$ cat src/hdl/fsp_pkg.sv
// Shared constants for the flash self-programming controller.
package fsp_pkg;
    // Register indices on the plain register port.
    localparam logic [2:0] REG_PTR_BOTTOM = 3'h0;
    localparam logic [2:0] REG_PTR_MID = 3'h1;
    localparam logic [2:0] REG_PTR_TOP = 3'h2;
    localparam logic [2:0] REG_LATCH = 3'h3;
    localparam logic [2:0] REG_CONTROL = 3'h4;
    localparam logic [2:0] REG_UNLOCK = 3'h5;
    localparam logic [2:0] REG_STATUS = 3'h6;
    // Control and status register field positions.
    localparam int CTL_PROG_SPACE = 7;
    localparam int CTL_CFG_SPACE = 6;
    localparam int CTL_ERASE_SEL = 4;
    localparam int CTL_ABORT = 3;
    localparam int CTL_PERMIT = 2;
    localparam int CTL_START = 1;
    localparam int STS_DONE = 0;
    // Pointer and block geometry.
    localparam int PTR_W = 22;
    localparam int SPAN_W = 21;
    localparam int BLK_LSB = 6;
    localparam int BLK_BYTES = 64;
    // Unlock key bytes.
    localparam logic [7:0] KEY_FIRST = 8'h55;
    localparam logic [7:0] KEY_SECOND = 8'haa;
    // Value of an untouched holding byte.
    localparam logic [7:0] HOLD_BLANK = 8'hff;
    // Table pointer update modes.
    localparam logic [1:0] MODE_KEEP = 2'h0;
    localparam logic [1:0] MODE_POST_INC = 2'h1;
    localparam logic [1:0] MODE_POST_DEC = 2'h2;
    localparam logic [1:0] MODE_PRE_INC = 2'h3;
    // Long cycle timing.
    localparam int CLK_MHZ = 200;
    localparam int ERASE_TIME_US = 2000;
    localparam int PROG_TIME_US = 2000;
    localparam int ERASE_CYCLES = ERASE_TIME_US * CLK_MHZ;
    localparam int PROG_CYCLES = PROG_TIME_US * CLK_MHZ;
    // Controller states.
    typedef enum logic [3:0] {
        FSP_IDLE = 4'b0001,
        FSP_READ = 4'b0010,
        FSP_STREAM = 4'b0100,
        FSP_TIMED = 4'b1000
    } fsp_state_t;
endpackage

$ cat src/hdl/fsp_hold_buf.sv
// Write-block holding buffer: one byte per block byte, blank after reset or clear.
`timescale 1ns/1ps
module fsp_hold_buf #(
    parameter int DEPTH = fsp_pkg::BLK_BYTES,
    parameter int IDX_W = 6
) (
    // Clocking.
    input wire logic clock,
    input wire logic rstn,
    input wire logic ce,
    // Byte load from the table latch.
    input wire logic wr_en,
    input wire logic [IDX_W-1:0] wr_idx,
    input wire logic [7:0] wr_data,
    // Return every byte to blank.
    input wire logic clear_all,
    // Read side for the programming stream.
    input wire logic [IDX_W-1:0] rd_idx,
    output logic [7:0] rd_data
);
    logic [7:0] mem [DEPTH];

    // Clear wins over a load; both only happen with the core stalled apart.
    always_ff @(posedge clock or negedge rstn)
    begin
        if (!rstn)
        begin
            for (int i = 0; i < DEPTH; i++)
                mem[i] <= fsp_pkg::HOLD_BLANK;
        end
        else if (ce)
        begin
            for (int i = 0; i < DEPTH; i++)
            begin
                if (clear_all)
                    mem[i] <= fsp_pkg::HOLD_BLANK;
                else if (wr_en && wr_idx == IDX_W'(i))
                    mem[i] <= wr_data;
            end
        end
    end

    // Combinational read; the caller registers the result.
    assign rd_data = mem[rd_idx];
endmodule

$ cat src/hdl/fsp_ctrl.sv
// Flash self-programming controller: table pointer, latch, holding block and long cycles.
// Functional notes
// - Pointer is 22 bits from top, mid and bottom byte registers.
// - Top pointer bit steers reads to identification and configuration space.
// - Table pointer auto-update changes only the low 21 bits.
// - Table read uses all 22 pointer bits and loads the latch.
// - Table write copies the latch into the holding byte picked by low bits.
// - Program write sends the whole holding block to the pointer's block.
// - Erase selects a block by pointer bits 21..6, ignoring bits 5..0.
// - Four pointer modes: keep, post-increment, post-decrement, pre-increment.
// - One byte per read; address bit 0 picks low or high word byte.
// - Erase always clears one 64-byte block; no word or bulk erase.
// - Long cycles start only after 55h, 0AAh unlock writes then start.
// - Core stalls during a long cycle; the timer ends it.
// - Block erase stalls the core for about 2 ms.
// - Programming streams a 64-byte block but writes only the non-blank holding bytes.
// - Holding bytes reset to FFh and after programming; FFh leaves flash.
// - Programming only clears bits; partial holding blocks are allowed.
// - Start bit is set-only by software and cleared by hardware at end.
// - Completion sets a sticky done flag until software clears it.
// - Abort flag set by a soft reset during a cycle or improper start, cleared by normal finish.
// - Unlock register stores nothing and reads as zero.
`timescale 1ns/1ps
module fsp_ctrl #(
    parameter int ERASE_CYCLES = fsp_pkg::ERASE_CYCLES,
    parameter int PROG_CYCLES = fsp_pkg::PROG_CYCLES
) (
    // Clock, reset and freeze.
    input wire logic clock,
    input wire logic rstn,
    input wire logic ce,
    input wire logic soft_reset,
    // Register port.
    input wire logic [2:0] reg_addr,
    input wire logic [7:0] reg_wdata,
    input wire logic reg_wr,
    input wire logic reg_rd,
    output logic [7:0] reg_rdata,
    // Table instructions from the core.
    input wire logic tbl_valid,
    input wire logic tbl_write,
    input wire logic [1:0] tbl_mode,
    output logic tbl_ack,
    output logic core_stall,
    // Flash array side.
    output logic [21:0] arr_addr,
    output logic arr_rd,
    input wire logic [15:0] arr_rdata,
    output logic arr_erase,
    output logic arr_prog_en,
    output logic [15:0] arr_blk,
    output logic [5:0] arr_prog_idx,
    output logic [7:0] arr_prog_data
);
    fsp_pkg::fsp_state_t state, next_state;
    logic [21:0] byte_pointer;
    logic [7:0] transfer_latch;
    logic program_space_select, config_space_select, erase_sel, write_permit;
    logic cycle_abort_flag, start_bit, cycle_done_flag, read_lsb;
    logic [1:0] unlock_stage;
    logic [6:0] stream_cnt;
    logic [31:0] timer;

    // Adds a signed step to the low 21 bits while the top bit stays put.
    function automatic logic [21:0] ptr_step(input logic [21:0] p, input logic dec);
        logic [20:0] low;
        low = dec ? p[20:0] - 21'h1 : p[20:0] + 21'h1;
        return {p[21], low};
    endfunction

    // Decodes.
    wire idle = (state == fsp_pkg::FSP_IDLE);
    wire reg_acc = ce && (reg_wr || reg_rd);
    wire wr_ctl = ce && reg_wr && reg_addr == fsp_pkg::REG_CONTROL;
    wire wr_unl = ce && reg_wr && reg_addr == fsp_pkg::REG_UNLOCK;
    wire wr_sts = ce && reg_wr && reg_addr == fsp_pkg::REG_STATUS;
    wire tbl_take = ce && idle && tbl_valid && !start_bit && !soft_reset;
    wire start_req = wr_ctl && reg_wdata[fsp_pkg::CTL_START] && !start_bit;
    wire start_ok = start_req && !soft_reset && unlock_stage == 2'h2
        && reg_wdata[fsp_pkg::CTL_PERMIT] && reg_wdata[fsp_pkg::CTL_PROG_SPACE]
        && !reg_wdata[fsp_pkg::CTL_CFG_SPACE];
    wire start_bad = start_req && !start_ok;
    wire timer_zero = (timer == 32'h0);
    wire cycle_end = ce && state == fsp_pkg::FSP_TIMED && timer_zero && !soft_reset;
    wire cut_short = ce && soft_reset && start_bit;
    wire done_clr = wr_sts && !reg_wdata[fsp_pkg::STS_DONE];
    // Pre-increment uses the stepped pointer for the access itself.
    wire [21:0] eff_ptr = (tbl_mode == fsp_pkg::MODE_PRE_INC) ? ptr_step(byte_pointer, 1'b0)
        : byte_pointer;
    wire [21:0] next_ptr = (tbl_mode == fsp_pkg::MODE_POST_INC) ? ptr_step(byte_pointer, 1'b0)
        : (tbl_mode == fsp_pkg::MODE_POST_DEC) ? ptr_step(byte_pointer, 1'b1)
        : eff_ptr;
    wire [15:0] ptr_blk = byte_pointer[21:6];
    wire [7:0] hold_byte;
    wire [7:0] ctl_view = {program_space_select, config_space_select, 1'b0, erase_sel,
        cycle_abort_flag, write_permit, start_bit, 1'b0};
    wire [7:0] rd_mux = (reg_addr == fsp_pkg::REG_PTR_BOTTOM) ? byte_pointer[7:0]
        : (reg_addr == fsp_pkg::REG_PTR_MID) ? byte_pointer[15:8]
        : (reg_addr == fsp_pkg::REG_PTR_TOP) ? {2'h0, byte_pointer[21:16]}
        : (reg_addr == fsp_pkg::REG_LATCH) ? transfer_latch
        : (reg_addr == fsp_pkg::REG_CONTROL) ? ctl_view
        : (reg_addr == fsp_pkg::REG_STATUS) ? {7'h0, cycle_done_flag}
        : 8'h00;

    fsp_hold_buf #(.DEPTH(fsp_pkg::BLK_BYTES), .IDX_W(6)) u_hold (
        .clock(clock),
        .rstn(rstn),
        .ce(ce),
        .wr_en(tbl_take && tbl_write),
        .wr_idx(eff_ptr[5:0]),
        .wr_data(transfer_latch),
        .clear_all(cycle_end && !erase_sel),
        .rd_idx(stream_cnt[5:0]),
        .rd_data(hold_byte)
    );

    // Sequencer: a read waits one cycle for the array, a program streams 64 bytes.
    always_comb
    begin
        next_state = state;
        unique case (state)
            fsp_pkg::FSP_IDLE:
                if (start_ok)
                    next_state = reg_wdata[fsp_pkg::CTL_ERASE_SEL] ? fsp_pkg::FSP_TIMED
                        : fsp_pkg::FSP_STREAM;
                else if (tbl_take && !tbl_write)
                    next_state = fsp_pkg::FSP_READ;
            fsp_pkg::FSP_READ:
                next_state = fsp_pkg::FSP_IDLE;
            fsp_pkg::FSP_STREAM:
                if (stream_cnt == 7'(fsp_pkg::BLK_BYTES - 1))
                    next_state = fsp_pkg::FSP_TIMED;
            fsp_pkg::FSP_TIMED:
                if (timer_zero)
                    next_state = fsp_pkg::FSP_IDLE;
        endcase
        if (soft_reset)
            next_state = fsp_pkg::FSP_IDLE;
    end

    // State, stream counter and programming timer.
    always_ff @(posedge clock or negedge rstn)
    begin
        if (!rstn)
        begin
            state <= fsp_pkg::FSP_IDLE;
            stream_cnt <= 7'h0;
            timer <= 32'h0;
        end
        else if (ce)
        begin
            state <= next_state;
            stream_cnt <= (state == fsp_pkg::FSP_STREAM) ? stream_cnt + 7'h1 : 7'h0;
            if (start_ok)
                timer <= reg_wdata[fsp_pkg::CTL_ERASE_SEL] ? 32'(ERASE_CYCLES - 1)
                    : 32'(PROG_CYCLES - 1);
            else if (state == fsp_pkg::FSP_TIMED && !timer_zero)
                timer <= timer - 32'h1;
        end
    end

    // Table pointer; a pointer byte write wins over a table update in the same cycle.
    always_ff @(posedge clock or negedge rstn)
    begin
        if (!rstn)
            byte_pointer <= 22'h0;
        else if (ce && reg_wr && reg_addr == fsp_pkg::REG_PTR_BOTTOM)
            byte_pointer[7:0] <= reg_wdata;
        else if (ce && reg_wr && reg_addr == fsp_pkg::REG_PTR_MID)
            byte_pointer[15:8] <= reg_wdata;
        else if (ce && reg_wr && reg_addr == fsp_pkg::REG_PTR_TOP)
            byte_pointer[21:16] <= reg_wdata[5:0];
        else if (tbl_take)
            byte_pointer <= next_ptr;
    end

    // Table latch: software writes it, or a read brings the chosen word byte.
    always_ff @(posedge clock or negedge rstn)
    begin
        if (!rstn)
            transfer_latch <= 8'h00;
        else if (ce && state == fsp_pkg::FSP_READ)
            transfer_latch <= read_lsb ? arr_rdata[15:8] : arr_rdata[7:0];
        else if (ce && reg_wr && reg_addr == fsp_pkg::REG_LATCH)
            transfer_latch <= reg_wdata;
    end

    // Array read request: all 22 bits go out, bit 21 selects configuration space.
    always_ff @(posedge clock or negedge rstn)
    begin
        if (!rstn)
        begin
            arr_addr <= 22'h0;
            arr_rd <= 1'b0;
            read_lsb <= 1'b0;
        end
        else if (ce)
        begin
            arr_rd <= tbl_take && !tbl_write;
            if (tbl_take && !tbl_write)
            begin
                arr_addr <= eff_ptr;
                read_lsb <= eff_ptr[0];
            end
        end
    end

    // Unlock tracker; only the exact three-step order survives.
    always_ff @(posedge clock or negedge rstn)
    begin
        if (!rstn)
            unlock_stage <= 2'h0;
        else if (wr_unl && unlock_stage == 2'h0 && reg_wdata == fsp_pkg::KEY_FIRST)
            unlock_stage <= 2'h1;
        else if (wr_unl && unlock_stage == 2'h1 && reg_wdata == fsp_pkg::KEY_SECOND)
            unlock_stage <= 2'h2;
        else if (reg_acc)
            unlock_stage <= 2'h0;
    end

    // Control bits. Start is set-only; erase select drops when an erase ends.
    always_ff @(posedge clock or negedge rstn)
    begin
        if (!rstn)
        begin
            program_space_select <= 1'b0;
            config_space_select <= 1'b0;
            erase_sel <= 1'b0;
            write_permit <= 1'b0;
            start_bit <= 1'b0;
        end
        else if (ce)
        begin
            if (wr_ctl && !start_bit)
            begin
                program_space_select <= reg_wdata[fsp_pkg::CTL_PROG_SPACE];
                config_space_select <= reg_wdata[fsp_pkg::CTL_CFG_SPACE];
                erase_sel <= reg_wdata[fsp_pkg::CTL_ERASE_SEL];
                write_permit <= reg_wdata[fsp_pkg::CTL_PERMIT];
            end
            else if (cycle_end && erase_sel)
                erase_sel <= 1'b0;
            if (start_ok)
                start_bit <= 1'b1;
            else if (cycle_end || soft_reset)
                start_bit <= 1'b0;
        end
    end

    // Abort and done flags; hardware setting wins over a software clear.
    always_ff @(posedge clock or negedge rstn)
    begin
        if (!rstn)
        begin
            cycle_abort_flag <= 1'b0;
            cycle_done_flag <= 1'b0;
        end
        else if (ce)
        begin
            if (start_bad || cut_short)
                cycle_abort_flag <= 1'b1;
            else if (cycle_end)
                cycle_abort_flag <= 1'b0;
            else if (wr_ctl && !start_bit)
                cycle_abort_flag <= reg_wdata[fsp_pkg::CTL_ABORT];
            if (cycle_end)
                cycle_done_flag <= 1'b1;
            else if (done_clr)
                cycle_done_flag <= 1'b0;
        end
    end

    // Outputs toward the core and the array, all registered.
    always_ff @(posedge clock or negedge rstn)
    begin
        if (!rstn)
        begin
            reg_rdata <= 8'h00;
            tbl_ack <= 1'b0;
            core_stall <= 1'b0;
            arr_erase <= 1'b0;
            arr_prog_en <= 1'b0;
            arr_blk <= 16'h0;
            arr_prog_idx <= 6'h0;
            arr_prog_data <= 8'h00;
        end
        else if (ce)
        begin
            reg_rdata <= reg_rd ? rd_mux : 8'h00;
            tbl_ack <= (tbl_take && tbl_write) || state == fsp_pkg::FSP_READ;
            core_stall <= start_ok || (start_bit && !cycle_end && !soft_reset);
            arr_erase <= start_ok && reg_wdata[fsp_pkg::CTL_ERASE_SEL];
            if (start_ok)
                arr_blk <= ptr_blk;
            // Blank bytes are skipped so their flash bytes stay as they are.
            arr_prog_en <= state == fsp_pkg::FSP_STREAM && !soft_reset
                && hold_byte != fsp_pkg::HOLD_BLANK;
            arr_prog_idx <= stream_cnt[5:0];
            arr_prog_data <= hold_byte;
        end
    end
endmodule

$ cat config.mk
export PLATFORM = sky130hd
export DESIGN_NAME = fsp_ctrl
export DESIGN_NICKNAME = d
export VERILOG_FILES = /design/src/hdl/fsp_pkg.sv /design/src/hdl/fsp_hold_buf.sv /design/src/hdl/fsp_ctrl.sv
export SDC_FILE = /design/constraint.sdc
export NUM_CORES = 1
export LEC_CHECK = 0
export BUFFER_PORTS_ARGS = -buffer_cell sky130_fd_sc_hd__buf_2
export CAP_MARGIN = 20
export CORE_MARGIN = 2
export CORE_UTILIZATION = 35
export CTS_CLUSTER_SIZE = 30
export DETAILED_ROUTE_END_ITERATION = 16
export PLACE_DENSITY_LB_ADDON = 0.3
export SLEW_MARGIN = 20
export SYNTH_ARGS = -nofsm -noshare
export SYNTH_HDL_FRONTEND = slang
export SYNTH_HIERARCHICAL = 1
export SYNTH_SLANG_ARGS = --single-unit
export TNS_END_PERCENT = 50
$ cat constraint.sdc
create_clock -name clock -period 4.5 [get_ports clock]
set_input_delay 0.45 -clock clock [delete_from_list [all_inputs] [get_ports clock]]
set_output_delay 0.45 -clock clock [all_outputs]
set_load 0.005 [all_outputs]
# Yosys cells after proc, flatten, opt, wreduce, memory -nomap -nowiden
# Index checks and enable logic that the tools add are counted.
# totals
input_bits,37
out_inout_bits,65
ff_bits,660
# classes
eq_ne,90
order_cmp,1
addsub,4
n_reduce_logical,276
muxes,172
n_bitwise,3
# ops
cell,n
8-bit 2-to-1 mux,142
6-bit equality test (second input constant),32
2-bit AND reduction,72
2-bit nonzero test,72
1-bit logical AND,107
6-bit by 5-bit equality test with 1-bit output (second input constant),16
22-bit 2-to-1 mux,3
32-bit 2-to-1 mux,2
8-bit binary-select mux with 6-bit select,1
6-bit by 4-bit equality test with 1-bit output (second input constant),8
32-bit logical NOT,1
32-bit by 1-bit subtractor with 32-bit output (second input constant),1
6-bit by 3-bit equality test with 1-bit output (second input constant),4
4-bit 2-to-1 mux,6
21-bit by 1-bit adder with 21-bit output (second input constant),1
21-bit 2-to-1 mux,1
21-bit by 1-bit subtractor with 21-bit output (second input constant),1
16-bit 2-to-1 mux,1
4-bit one-hot mux with 4 select lines,1
6-bit by 2-bit equality test with 1-bit output (second input constant),2
1-bit 2-to-1 mux,10
3-bit equality test (second input constant),3
1-bit logical NOT,9
3-bit AND reduction,3
31 further kinds,47

# Longest topological paths before layout
# Gate-level depths: netlist (run 1).
# depth
word_depth,14
mapped_depth,15
ltp_nobuf,11

# By module
# Netlist (run 1), hierarchy kept.
# modules_own_cells
mod,n_inst,cells_per_inst,seq_area_each_um2,area_each_um2
fsp_hold_buf,1,2177,13452.9,23817.8
fsp_ctrl,1,880,3679.8,8077.7

# Worst setup path before layout (run 1)
# Ideal clock, no wire load.
# synth_path
path_type,register to register
start,reg timer[28]
end,reg u_hold/mem[262] in the netlist's numbering
setup_time_ns,0.096
required_ns,4.404
path_stages_with_launch,14
t_arrival_ns,3.400
synth_period_minus_slack_ns,3.496
setup_slack_ns,1.004
path_cell_list,dfrtp_1 or4_1 nand4bb_1 or3_1 or3_1 nor2_1 buf_2 buf_2 buf_2 buf_2 o21ai_1 clkbuf_1 nand2_1 o21ai_0
# synth_between
elab_chain_cells,6
word_cells_on_any_way,7
classes_between,1 x mux; 6 x reduce/logical
# synth_lines
item,line_no,text
from (decl),fsp_ctrl.sv:62,logic [31:0] timer;
from (signal assigned),fsp_ctrl.sv:155,timer <= reg_wdata[fsp_pkg::CTL_ERASE_SEL] ? 32'(ERASE_CYCLES - 1)
from (signal assigned),fsp_ctrl.sv:158,timer <= timer - 32'h1;
32-bit logical NOT (*),fsp_ctrl.sv:83,wire timer_zero = (timer == 32'h0);
1-bit logical AND (*) (2 in a row),fsp_ctrl.sv:84,wire cycle_end = ce && state == fsp_pkg::FSP_TIMED && timer_zero && !soft_reset;
1-bit logical AND (*),fsp_ctrl.sv:112,".clear_all(cycle_end && !erase_sel),"
2-bit nonzero test (no line),--,
2-bit AND reduction (no line),--,
"to (signal, indexed assignment)",fsp_hold_buf.sv:29,mem[i] <= fsp_pkg::HOLD_BLANK;
"to (signal, indexed assignment)",fsp_hold_buf.sv:36,mem[i] <= fsp_pkg::HOLD_BLANK;
"to (signal, indexed assignment)",fsp_hold_buf.sv:38,mem[i] <= wr_data;
to (decl),fsp_hold_buf.sv:21,logic [7:0] mem [DEPTH];
# Mark *: on every way between the ends. The rest lies on a longest branch, timed or not.
# A chain may end at the register's enable or synchronous reset.

# Worst setup path in the final report (run 1)
# layout_path
start,reg timer[4]
end,reg u_hold/mem[320] in the netlist's numbering
# Same word-level chain as after synthesis.

==> summary.txt, run 1 <==
PWR
--------------------------------------------------------------------------------------------
Sw frac                                                                               0.3060
Share of total power in combinational logic                                            0.184
Internal power of the cells                                                        0.01193 W
Power Density                                                                   473.1 nW/um2
Net switching power figure                                                        0.005261 W
Fraction of power consumed by the clock network                                        0.373
Worst voltage drop across the vdd grid                                              456.3 uV
Sequential fraction of design power                                                    0.442
Static Leak                                                                         13.96 nW

GRT
--------------------------------------------------------------------------------------------
First-pass GRT wire length                                                          139.2 mm
Number of antenna violations at the first check in global routing                          2
Overall track demand over capacity in global routing                                  0.1906
Vias in the first global route                                                         22900
GR Overflow Total                                                                          0
Maximum number of pins on one net before global-route repair                             141

DETAILED ROUTING
--------------------------------------------------------------------------------------------
DRT Wirelength                                                                      88.78 mm
Average routed wire per standard cell                                               20.58 um
Pre-antenna DRT Iters                                                                      5
Count of antenna-violating nets left after detailed routing                                0
Vias/cell                                                                              5.361
DRC errors left                                                                            0
Iter 0 DRT Violations                                                                   1905
Total vias in the final route                                                          23120

SYNTHESIS
--------------------------------------------------------------------------------------------
Post-synth top area cell                                                             dfstp_2
Basic-gate share of the synthesized area counting and, or, nand and nor cells         0.1450
Share of the synthesized area in the top cell type                                    0.4226
Unique masters post-synth                                                                 82
Parity-gate share of the synthesized area counting xor and xnor cells                0.01648
Most frequent cell after synthesis                                                   dfstp_2
Synthesized cell area                                                              31900 um2
Most used standard cells in the synthesized netlist                             dfstp_2, a21oi_1, nor2_1, nand2_1, o21ai_0
Mapped Avg Cell Area                                                               10.43 um2
Multiplexer fraction of the synthesized cell area                                     0.1113
Area share of fa/ha/maj cells after synthesis                                       0.001961
Post-synthesis compound-gate area fraction                                            0.1437
Proportion of register bits with asynchronous set or reset after synthesis             1.000
Register bit total from synthesis                                                        659
Most used flip-flop cell after synthesis                                             dfstp_2
Main combinational cell family by area after synthesis                          simple AND/OR/NAND/NOR gates
Gate count of the mapped netlist                                                        3057
Warnings from Yosys                                                                        6
Mapped Nets                                                                             3099
Number of enable-type register cells in the synthesized netlist                            0
Sequential share of the synthesized area                                              0.5371
Top post-synthesis cells by area                                                dfstp_2, dfrtp_1, mux4_2, a21oi_1, nor2_1

WORST SETUP PATH
--------------------------------------------------------------------------------------------
Kind of start point of the critical path                                           flip-flop
CP Class                                                                        flip-flop to flip-flop
Series of cell instances along the critical path                                nor4_1 > nand4bb_1 > or3_1 > or3_1 > nor2_4 > buf_12 > nor2_4 > buf_4 > o21ai_0
CP max stage cell                                                                     nor4_1
Largest fanout on the critical path                                                       72
CP Data Arrival Time                                                                 4.26 ns
Setup crit end kind                                                                flip-flop
Slowest cell delay on critical path                                                  0.59 ns
Buf/Inv on CP                                                                              2
Critical path required time                                                          5.00 ns
Dominant delay contributor by cell family on the critical path                  simple AND/OR/NAND/NOR gates

CLOCK TREE
--------------------------------------------------------------------------------------------
Reg clk slew, reported paths                                                         0.06 ns
Count of cells resized by post-cts repair                                                  0
Number of buffers inserted during clock tree synthesis                                    76
CTS tree                                                                                 yes
Number of buffers between clock root and the deepest sink                                  3
Worst skew pair latency                                                              0.63 ns
Clock root buffer                                                                  clkbuf_16
Total number of H-tree levels                                                              3
Total clock sinks                                                                        659

DIE
--------------------------------------------------------------------------------------------
Die outline area                                                                   93560 um2
Effective utilization at floorplan                                                    0.3538
Die Height                                                                          305.9 um
Site Rows                                                                                110
Top-Level Pins                                                                           102
CORE AREA                                                                          90150 um2
Die Width                                                                           305.9 um

FLOW RUN
--------------------------------------------------------------------------------------------
Reported max-cap violation count                                                           0

PLACED DESIGN
--------------------------------------------------------------------------------------------
Number of placed cells counting well taps                                               4174
Setup slack after placement                                                        0.7869 ns
Routability congestion estimate                                                       0.8610
Post-DP HPWL                                                                        58.43 mm
IO Port Bufs                                                                             101

STA
--------------------------------------------------------------------------------------------
Setup repair after global routing missed its margin                                       no
Final TNS setup                                                                         0 ns
Number of setup violations in the final report                                             0
Worst Clk Skew                                                                    0.03332 ns
Tcrit/Tclk final                                                                      0.8360
Achievable frequency                                                              0.2658 GHz
Shortest clock period the worst path allows after layout                            3.762 ns
Number of hold-slack violations in the final timing report                                 0
Max transition margin                                                                 0.2559
Minimum setup slack in the final design                                            0.7379 ns
Transition at the pin with the smallest max-transition slack                        1.106 ns
Number of pins with negative max-slew slack in the final report                            0

CELLS AND AREA
--------------------------------------------------------------------------------------------
Synthesis-to-finish area growth                                                       13.93%
Filler cells                                                                            8626
Nets                                                                                    3120
Fraction of layout instances using a drive strength above 1                           0.3374
Filler-free cell count of the finished design                                           4313
Area used by multi-input combinational logic                                       13420 um2
Layout Utilization                                                                    0.4031
Sequential Area                                                                    17140 um2

STATUS
--------------------------------------------------------------------------------------------
Result of the run                                                               complete, no violations

WORST HOLD PATH
--------------------------------------------------------------------------------------------
Hold Path Class                                                                 primary input to flip-flop

==> final timing paths <==
check                      cells after the start           from                end  slack, ns
setup / recovery                               9       timer[4]    u_hold/mem[320]       0.74
max in group asynchronous                      3           rstn    u_hold/mem[314]       2.89
hold reg to reg                                2     arr_blk[5]         arr_blk[5]       0.47
hold / removal                                 3  arr_rdata[14]  transfer_latch[6]       0.12
setup reg to reg                               9       timer[4]    u_hold/mem[320]       0.74
min in group asynchronous                      2           rstn        arr_blk[15]       0.42
==> power by group through the flow <==
stage	logic (W)	clock network [W]	registers, W
5_1_grt	0.00345	0.00683	0.00769
3_3_place_gp	0.00314	0	0.00767
3_5_place_dp	0.00317	0	0.00767
2_1_floorplan	0.00216	0	0.00728
4_1_cts	0.00318	0.00659	0.00759
6_report	0.00317	0.00642	0.00760
==> tightest hold or removal path, cell delays in order <==
cell,delay (ns)
buf_2,0.07
a211oi_1,0.06
a21oi_1,0.11
==> layout by cell type (no fill, tap or decap), types with 12 or more instances in the layout <==
cell type  instances
dfstp_2          513
a21oi_1          457
nor2_1           444
nand2_1          285
o21ai_0          207
dfrtp_1          143
mux4_2           121
buf_4            115
buf_2             99
clkbuf_16         79
nor2b_1           70
xnor2_1           39
o22ai_1           30
nor3_1            28
nand3_1           27
mux2i_1           27
mux2_2            26
o21ai_1           23
a211oi_1          23
nor4_1            22
xor2_1            21
inv_1             20
nand4_1           20
or3_1             17
clkinv_2          17
clkbuf_8          16
o221ai_1          15
or4_1             12
==> metal layers <==
layer  part of all wire  global-route usage  wire length, um  vias up
met5                  0                   0                0        -
met4              0.029             0.06244             2559        0
met3              0.046             0.02544             4087      152
met2               0.46              0.2993            40920      559
met1               0.46              0.2728            41210    11580
li1                   -                   -                -    10840
==> area by class of cell <==
type / count / area share
multi-input cells: 2091 / 0.3693
inverters: 22 / 0.002273
repair buffers: 228 / 0.04445
diodes: 1 / 0.00006887
clock inverters: 30 / 0.01005
clock buffers: 106 / 0.06160
well taps: 1176 / 0.04049
flip-flops and latches: 659 / 0.4718
==> per-stage QoR <==
stage	area, um2	hold slack, ns	total power (W)
after floorplan	31900	0.1544	0.009435
after global placement	33710	0.4565	0.01081
after detailed placement	33710	0.4593	0.01084
after CTS	36320	0.09206	0.01736
after global routing	36340	0.1334	0.01797
final	36340	0.1169	0.01719
==> kinds of logic after synthesis <==
group,after synthesis
multiplexers,184
XOR/XNOR,60
adder cells (fa/ha/maj),5
AO/OA/AOI/OAI,832
flip-flops,659
buffers and inverters,307
AND/OR/NAND/NOR,1010
==> sequential cells by signal, summed over array words and instances (netlist names), 2 cells and up <==
signal	count
timer	32
reg_rdata	8
arr_prog_idx	6
unlock_stage	2
transfer_latch	8
arr_addr	22
byte_pointer	22
u_hold/mem	512
arr_blk	16
arr_prog_data	8
stream_cnt	7
state	4
==> timing repair <==
action                                  in CTS  in global routing
endpoints found under the hold margin       77                  0
hold buffers                                 1                  0
endpoints found under the setup margin       0                  0
buffers inserted                             0                  0
Power figures use the tool's default switching activity.
==> inputs of run 2 (changes only) <==
==> constraint.sdc (replaced) <==
create_clock -name clock -period 3.4 [get_ports clock]
set_input_delay 0.34 -clock clock [delete_from_list [all_inputs] [get_ports clock]]
set_output_delay 0.34 -clock clock [all_outputs]
set_load 0.005 [all_outputs]
==> summary.txt, run 2 (synthesized netlist as in run 1, its figures left out) <==
CELLS AND AREA
-------------------------------------------------------------------------------------
Largest register by flop count                                             u_hold/mem
Synthesis-to-finish area growth                                                16.50%
Filler cells                                                                     8645   +0.22%
Largest register FFs                                                              512   unchanged
Fraction of layout instances using a drive strength above 1                    0.3502   +0.01281
Diodes inserted                                                                     0   -1
Registers with the highest flip-flop counts                              u_hold/mem (512), timer (32)
Highest-count cells in the layout ignoring fill and taps                 dfstp_2, a21oi_1, nor2_1
Most frequent standard cell in the layout excluding fill and tap cells        dfstp_2
Nets                                                                             3189   +2.2%
Layout Utilization                                                             0.4122   +0.009119

STA
-------------------------------------------------------------------------------------
Worst Clk Skew                                                             0.03066 ns   -0.002668 ns
Number of hold-slack violations in the final timing report                          0   unchanged
Max transition margin                                                          0.3165   +0.06064
Final TNS setup                                                                  0 ns   unchanged
Worst hold slack                                                           0.04029 ns   -0.07661 ns
Number of setup violations in the final report                                      0   unchanged
Tcrit/Tclk final                                                               0.9670   +0.1309
Achievable frequency                                                       0.3042 GHz   +14%
Number of pins with negative max-slew slack in the final report                     0   unchanged
Shortest clock period the worst path allows after layout                     3.288 ns   -0.4744 ns
Transition at the pin with the smallest max-transition slack                 1.024 ns   -0.08187 ns

PWR
-------------------------------------------------------------------------------------
Static Leak                                                                  14.31 nW   +2.5%
Power consumption                                                           0.02295 W   +34%
Worst voltage drop across the vdd grid                                       486.3 uV   +6.6%
Power Density                                                            617.6 nW/um2   +31%

CLOCK TREE
-------------------------------------------------------------------------------------
Number of buffers inserted during clock tree synthesis                             74   -2.6%
Worst skew pair latency                                                       0.62 ns   about the same
Number of buffers between clock root and the deepest sink                           3   unchanged
Total clock sinks                                                                 659   unchanged
Clock root buffer                                                           clkbuf_16
Total number of H-tree levels                                                       3   unchanged
Reg clk slew, reported paths                                                  0.05 ns   about the same
CTS tree                                                                          yes

DIE
-------------------------------------------------------------------------------------
Site Rows                                                                         110   unchanged
Die Width                                                                    305.9 um   unchanged
Die Height                                                                   305.9 um   unchanged
CORE AREA                                                                   90150 um2   unchanged
Top-Level Pins                                                                    102   unchanged
Effective utilization at floorplan                                             0.3538   unchanged
Die outline area                                                            93560 um2   unchanged

STATUS
-------------------------------------------------------------------------------------
Result of the run                                                        complete, no violations

WORST SETUP PATH
-------------------------------------------------------------------------------------
Worst R2R End                                                            u_hold/mem[483]
Kind of start point of the critical path                                    flip-flop
Dominant delay contributor by cell family on the critical path           simple AND/OR/NAND/NOR gates
Slowest cell delay on critical path                                           0.55 ns   -0.04 ns
Reg2Reg Depth                                                                      13   +4
FF-to-FF setup slack                                                          0.11 ns   -0.63 ns
CP max stage cell                                                               or4_4
CP Class                                                                 flip-flop to flip-flop
CP Data Arrival Time                                                          3.81 ns   -0.45 ns
Setup crit end kind                                                         flip-flop
R2R Path Start                                                              timer[28]
Buf/Inv on CP                                                                       4   +2
Largest fanout on the critical path                                                24   -67%
Critical path required time                                                   3.92 ns   -1.08 ns
Series of cell instances along the critical path                         or4_4 > nand4bb_4 > or3_4 > or3_4 > nor2_4 > buf_12 > buf_12 > clkbuf_16 > a21oi_1 > nor2b_1 > buf_6 > nor2_1 > a21oi_1

DETAILED ROUTING
-------------------------------------------------------------------------------------
Count of antenna-violating nets left after detailed routing                         0   unchanged
Vias/cell                                                                       5.333   -0.52%
Detailed route wirelength on metal3                                          4.736 mm   +16%
Pre-antenna DRT Iters                                                               7   +2
Iter 0 DRT Violations                                                            1827   -4.1%
Wire length the detailed router placed on met1                               41.07 mm   -0.35%
DRC errors left                                                                     0   unchanged
Total vias in the final route                                                   23360   +1.0%
Routed length on met2                                                        41.17 mm   +0.61%
Highest metal layer with signal wires                                            met4
DRT Wirelength                                                               90.08 mm   +1.5%
Average routed wire per standard cell                                        20.57 um   about the same

GRT
-------------------------------------------------------------------------------------
Vias in the first global route                                                  22990   +0.40%
Overall track demand over capacity in global routing                           0.1904   about the same
First-pass GRT wire length                                                   139.5 mm   +0.20%
Maximum number of pins on one net before global-route repair                       91   -35%
GR Overflow Total                                                                   0   unchanged
Number of antenna violations at the first check in global routing                   0   -2

PLACED DESIGN
-------------------------------------------------------------------------------------
IO Port Bufs                                                                      101   unchanged
Post-DP HPWL                                                                 59.41 mm   +1.7%
Routability congestion estimate                                                0.8923   +3.6%

WORST HOLD PATH
-------------------------------------------------------------------------------------
Hold Path Class                                                          primary input to flip-flop
Number of cells traversed by the worst hold path                                    3   unchanged
Hold Path Origin                                                         arr_rdata[15]
Terminating pin of the worst hold path                                   transfer_latch[7]

FLOW RUN
-------------------------------------------------------------------------------------
Reported max-cap violation count                                                    0   unchanged

-- run 2: power breakdown --
group | switching, W | internal, W
Clock | 0.00322 | 0.00490
Combinational | 0.00311 | 0.00180
Sequential | 0.000780 | 0.00915
-- run 2: how the worst max path moves through the flow --
stage | slack, ns | endpoint | cells past startpoint | from
finish | 0.11 | u_hold/mem[483] | 13 | timer[28]
global route | -0.03 | u_hold/mem[493] | 13 | timer[28]
CTS | 0.01 | u_hold/mem[64] | 8 | timer[28]
detailed placement | 0.0004 | u_hold/mem[64] | 8 | timer[28]
global placement | 0.12 | u_hold/mem[70] | 9 | timer[28]
floorplan | 0.02 | u_hold/mem[262] | 13 | timer[28]
-- run 2: layout make-up --
| class | instances | area (um2) | share of cell area |
|---|---|---|---|
| inverter | 22 | 82.58 | 0.002222 |
| clock buffer | 115 | 2200 | 0.05919 |
| multi-input combinational | 2094 | 13490 | 0.3630 |
| timing repair buffer | 296 | 2519 | 0.06778 |
| sequential | 659 | 17140 | 0.4614 |
| clock inverter | 18 | 252.7 | 0.006802 |
| tap | 1176 | 1471 | 0.03960 |
-- run 2: what timing repair did --
item	CTS	global route
hold endpoints to repair	1	0
resized for setup	0	38
setup endpoints to repair	0	403
buffers inserted	0	5
hold buffers	1	0
-- run 2: worst reg2reg max path, cell delays in order (launching register included) --
cell	delay (ns)
dfrtp_1	0.40
or4_4	0.55
nand4bb_4	0.24
or3_4	0.41
or3_4	0.42
nor2_4	0.14
buf_12	0.13
buf_12	0.11
clkbuf_16	0.20
a21oi_1	0.06
nor2b_1	0.15
buf_6	0.19
nor2_1	0.06
a21oi_1	0.13
-- run 2: stage by stage --
step                cells  cell area (um2)  worst slack [ns]
floorplan            3057            31940           0.01823
global placement     4235            34410            0.1232
detailed placement   4235            34410         0.0003832
CTS                  4369            36880           0.01465
global route         4380            37160          -0.02822
finish               4380            37160            0.1123
-- run 2: per-layer routing --
| layer | global-route usage | vias up |
|---|---|---|
| met5 | 0 | - |
| met2 | 0.2950 | 585 |
| met3 | 0.03041 | 148 |
| li1 | - | 10950 |
| met1 | 0.2708 | 11670 |
| met4 | 0.06725 | 0 |
==> inputs of run 3 (changes only) <==
--- a/config.mk
+++ b/config.mk
@@ -5,6 +5,7 @@
 export SDC_FILE = /design/constraint.sdc
 export NUM_CORES = 1
 export LEC_CHECK = 0
+export ABC_AREA = 1
 export BUFFER_PORTS_ARGS = -buffer_cell sky130_fd_sc_hd__buf_2
 export CAP_MARGIN = 20
 export CORE_MARGIN = 2
@@ -12,6 +13,7 @@
 export CTS_CLUSTER_SIZE = 30
 export DETAILED_ROUTE_END_ITERATION = 16
 export PLACE_DENSITY_LB_ADDON = 0.3
+export SETUP_SLACK_MARGIN = 0.05
 export SLEW_MARGIN = 20
 export SYNTH_ARGS = -nofsm -noshare
 export SYNTH_HDL_FRONTEND = slang
==> summary.txt, run 3 <==
STATUS
-----------------------------------------------------------------------------------------
Result of the run                                                            complete, no violations

SYNTHESIS
-----------------------------------------------------------------------------------------
Synthesized cell area                                                           34030 um2   +6.7%
Register bit total from synthesis                                                     659   unchanged
Most used flip-flop cell after synthesis                                          dfstp_2
Share of the synthesized area in the top cell type                                 0.3961   -0.02649
Mapped Avg Cell Area                                                            7.834 um2   -25%
Most used standard cells in the synthesized netlist                          nand2_1, nand3_1, dfstp_2, o21ai_0, o21ai_1
Most frequent cell after synthesis                                                nand2_1
Top post-synthesis cells by area                                             dfstp_2, nand2_1, dfrtp_1, nand3_1, o21ai_0
Mapped Nets                                                                          4386   +42%
Gate count of the mapped netlist                                                     4344   +42%
Warnings from Yosys                                                                     6   unchanged
Unique masters post-synth                                                              53   -35%
Post-synth top area cell                                                          dfstp_2
Number of enable-type register cells in the synthesized netlist                         0   unchanged
Sequential share of the synthesized area                                           0.5035   -0.03367
Proportion of register bits with asynchronous set or reset after synthesis          1.000   unchanged

PWR
-----------------------------------------------------------------------------------------
Static Leak                                                                      15.33 nW   +7.1%
Power Density                                                                563.8 nW/um2   -8.7%
Worst voltage drop across the vdd grid                                           507.6 uV   +4.4%
Power consumption                                                               0.02147 W   -6.5%

CELLS AND AREA
-----------------------------------------------------------------------------------------
Fraction of layout instances using a drive strength above 1                        0.2197   -0.1305
Highest-count cells in the layout ignoring fill and taps                     nand2_1, nand3_1, dfstp_2
Final Instance Area                                                             38080 um2   +2.5%
Filler-free cell count of the finished design                                        5651   +29%
Diodes inserted                                                                         0   unchanged
Most frequent standard cell in the layout excluding fill and tap cells            nand2_1
Registers with the highest flip-flop counts                                  u_hold/mem (512), timer (32)
Nets                                                                                 4360   +37%
Largest register by flop count                                                 u_hold/mem
Largest register FFs                                                                  512   unchanged
Synthesis-to-finish area growth                                                    11.89%

DIE
-----------------------------------------------------------------------------------------
Top-Level Pins                                                                        102   unchanged
Die Height                                                                       315.8 um   +3.2%
Die Width                                                                        315.8 um   +3.2%
Effective utilization at floorplan                                                 0.3524   -0.001417
CORE AREA                                                                       96570 um2   +7.1%
Die outline area                                                                99740 um2   +6.6%
Site Rows                                                                             114   +3.6%

WORST SETUP PATH
-----------------------------------------------------------------------------------------
Critical path required time                                                       3.93 ns   about the same
Largest fanout on the critical path                                                    16   -33%
Kind of start point of the critical path                                        flip-flop
Critical Path Most Common Cell                                                      inv_1
CP Data Arrival Time                                                              3.70 ns   -0.11 ns
Buf/Inv on CP                                                                           4   unchanged
Series of cell instances along the critical path                             inv_1 > ha_1 > o21ai_0 > buf_4 > inv_1 > inv_1 > nor2_1 > nand2_1 > o21ai_1 > nand2_1 > o21ai_0
CP Class                                                                     flip-flop to flip-flop
Slowest cell delay on critical path                                               0.54 ns   about the same
Dominant delay contributor by cell family on the critical path               simple AND/OR/NAND/NOR gates
Setup crit end kind                                                             flip-flop
CP max stage cell                                                                 dfrtp_1

STA
-----------------------------------------------------------------------------------------
Worst Clk Skew                                                                 0.02151 ns   -0.009148 ns
Transition at the pin with the smallest max-transition slack                    0.9529 ns   -0.07129 ns
Number of pins with negative max-slew slack in the final report                         0   unchanged
Tcrit/Tclk final                                                                   0.9316   -0.03534
Number of setup violations in the final report                                          0   unchanged
Shortest clock period the worst path allows after layout                         3.168 ns   -0.1202 ns
Achievable frequency                                                           0.3157 GHz   +3.8%
Number of hold-slack violations in the final timing report                              0   unchanged
Max transition margin                                                              0.3648   +0.04826
Setup repair after global routing missed its margin                                   yes
Final TNS setup                                                                      0 ns   unchanged

CLOCK TREE
-----------------------------------------------------------------------------------------
Reg clk slew, reported paths                                                      0.06 ns   about the same
Number of buffers inserted during clock tree synthesis                                 76   +2.7%
Total number of H-tree levels                                                           3   unchanged
Post-CTS setup repair buffer count                                                      0   unchanged
CTS tree                                                                              yes
Worst skew pair latency                                                           0.63 ns   about the same
Number of buffers between clock root and the deepest sink                               3   unchanged
Total clock sinks                                                                     659   unchanged
Clock root buffer                                                               clkbuf_16

FLOW RUN
-----------------------------------------------------------------------------------------
Reported max-cap violation count                                                        0   unchanged

DETAILED ROUTING
-----------------------------------------------------------------------------------------
Pre-antenna DRT Iters                                                                   6   -1
Count of antenna-violating nets left after detailed routing                             0   unchanged
Average routed wire per standard cell                                            18.71 um   -9.0%
Iter 0 DRT Violations                                                                2545   +39%
Vias/cell                                                                           5.207   -2.4%
DRT Wirelength                                                                   105.7 mm   +17%
Total vias in the final route                                                       29420   +26%
DRC errors left                                                                         0   unchanged

GRT
-----------------------------------------------------------------------------------------
Maximum number of pins on one net before global-route repair                          111   +22%
Number of antenna violations at the first check in global routing                       0   unchanged
Vias in the first global route                                                      28110   +22%
First-pass GRT wire length                                                       167.4 mm   +20%
GR Overflow Total                                                                       0   unchanged
Overall track demand over capacity in global routing                               0.2127   +0.02226

PLACED DESIGN
-----------------------------------------------------------------------------------------
IO Port Bufs                                                                          101   unchanged
Number of placed cells counting well taps                                            5516   +30%
Post-DP HPWL                                                                     67.48 mm   +14%
Routability congestion estimate                                                    0.9350   +4.8%
Area of placed instances                                                        35550 um2   +3.3%

WORST HOLD PATH
-----------------------------------------------------------------------------------------
Hold Path Class                                                              primary input to flip-flop

-- run 3: changes by cell type after synthesis, sizes merged, moves of 34 or more --
cell,delta
a21oi,-409
buf,+60
clkbuf,-56
inv,+114
mux4,-131
nand2,+1403
nand3,+536
nor2,-295
nor2b,-70
o21ai,+428
xnor2,-34
-- run 3: path summary, 6_finish.rpt --
kind	startpoint	endpoint	slack (ns)	depth (start not counted)
worst min register to register	u_hold/mem[440]	u_hold/mem[440]	0.47	2
worst max register to register	byte_pointer[0]	u_hold/mem[424]	0.23	11
max in group asynchronous	rstn	u_hold/mem[43]	2.67	2
min in group asynchronous	rstn	u_hold/mem[10]	0.07	1
worst max-delay path	byte_pointer[0]	u_hold/mem[424]	0.23	11
worst min-delay path	ce	core_stall	0.05	3
-- run 3: worst register-to-register path, cell delays in order (launching register included) --
cell and delay [ns]:
dfrtp_1 0.54, inv_1 0.14, ha_1 0.34, o21ai_0 0.09
buf_4 0.16, inv_1 0.22, inv_1 0.07, nor2_1 0.22
nand2_1 0.35, o21ai_1 0.24, nand2_1 0.35, o21ai_0 0.35
-- run 3: power by group --
group / switching [W] / total [W] / internal, W / leakage (nW)
logic: 0.00321 / 0.00418 / 0.000972 / 6.87
registers: 0.000612 / 0.00900 / 0.00839 / 7.22
clock network: 0.00340 / 0.00829 / 0.00489 / 1.24
total: 0.00722 / 0.0215 / 0.0142 / 15.3
-- run 3: cells by family (layout without fill, tap and decap cells) --
group	Yosys count	after routing	share of synthesized area
AOI/OAI and AO/OA	748	748	0.1178
xor gates and xnor gates	43	43	0.01107
adders and majority gates	5	5	0.001838
buffers and inverters	424	455	0.06059
DFF	659	659	0.5035
and+or+nand+nor	2465	2465	0.3052
-- run 3: area by class of cell --
class	instances	area, um2
inverters	136	528.0
flip-flops and latches	659	17140
well taps	1276	1597
fillers	9872	58490
multi-input cells	3261	14900
repair buffers	184	1391
clock buffers	104	2182
clock inverters	31	331.6
-- run 3: timing repair --
| item | CTS | global route |
|---|---|---|
| endpoints found under the setup margin | 0 | 26 |
| gates resized for setup | 0 | 5 |
| hold buffers | 0 | 0 |
-- run 3: per-layer routing --
metal | vias to the layer above | wire [um] | track usage
met2 | 890 | 47470 | 0.3335
met3 | 185 | 6360 | 0.03325
met5 | - | 0 | 0
met1 | 14140 | 48620 | 0.3012
li1 | 14210 | - | -
met4 | 0 | 3253 | 0.06732
-- run 3: stage by stage --
stage	util	worst slack (ns)	hold WS, ns
5_1_grt	0.3943	0.04511	0.03812
4_1_cts	0.3942	0.2660	0.01296
3_3_place_gp	0.3681	0.3382	0.4510
2_1_floorplan	-	1.052	0.04441
6_report	0.3943	0.2325	0.04588
3_5_place_dp	0.3681	0.2873	0.4584
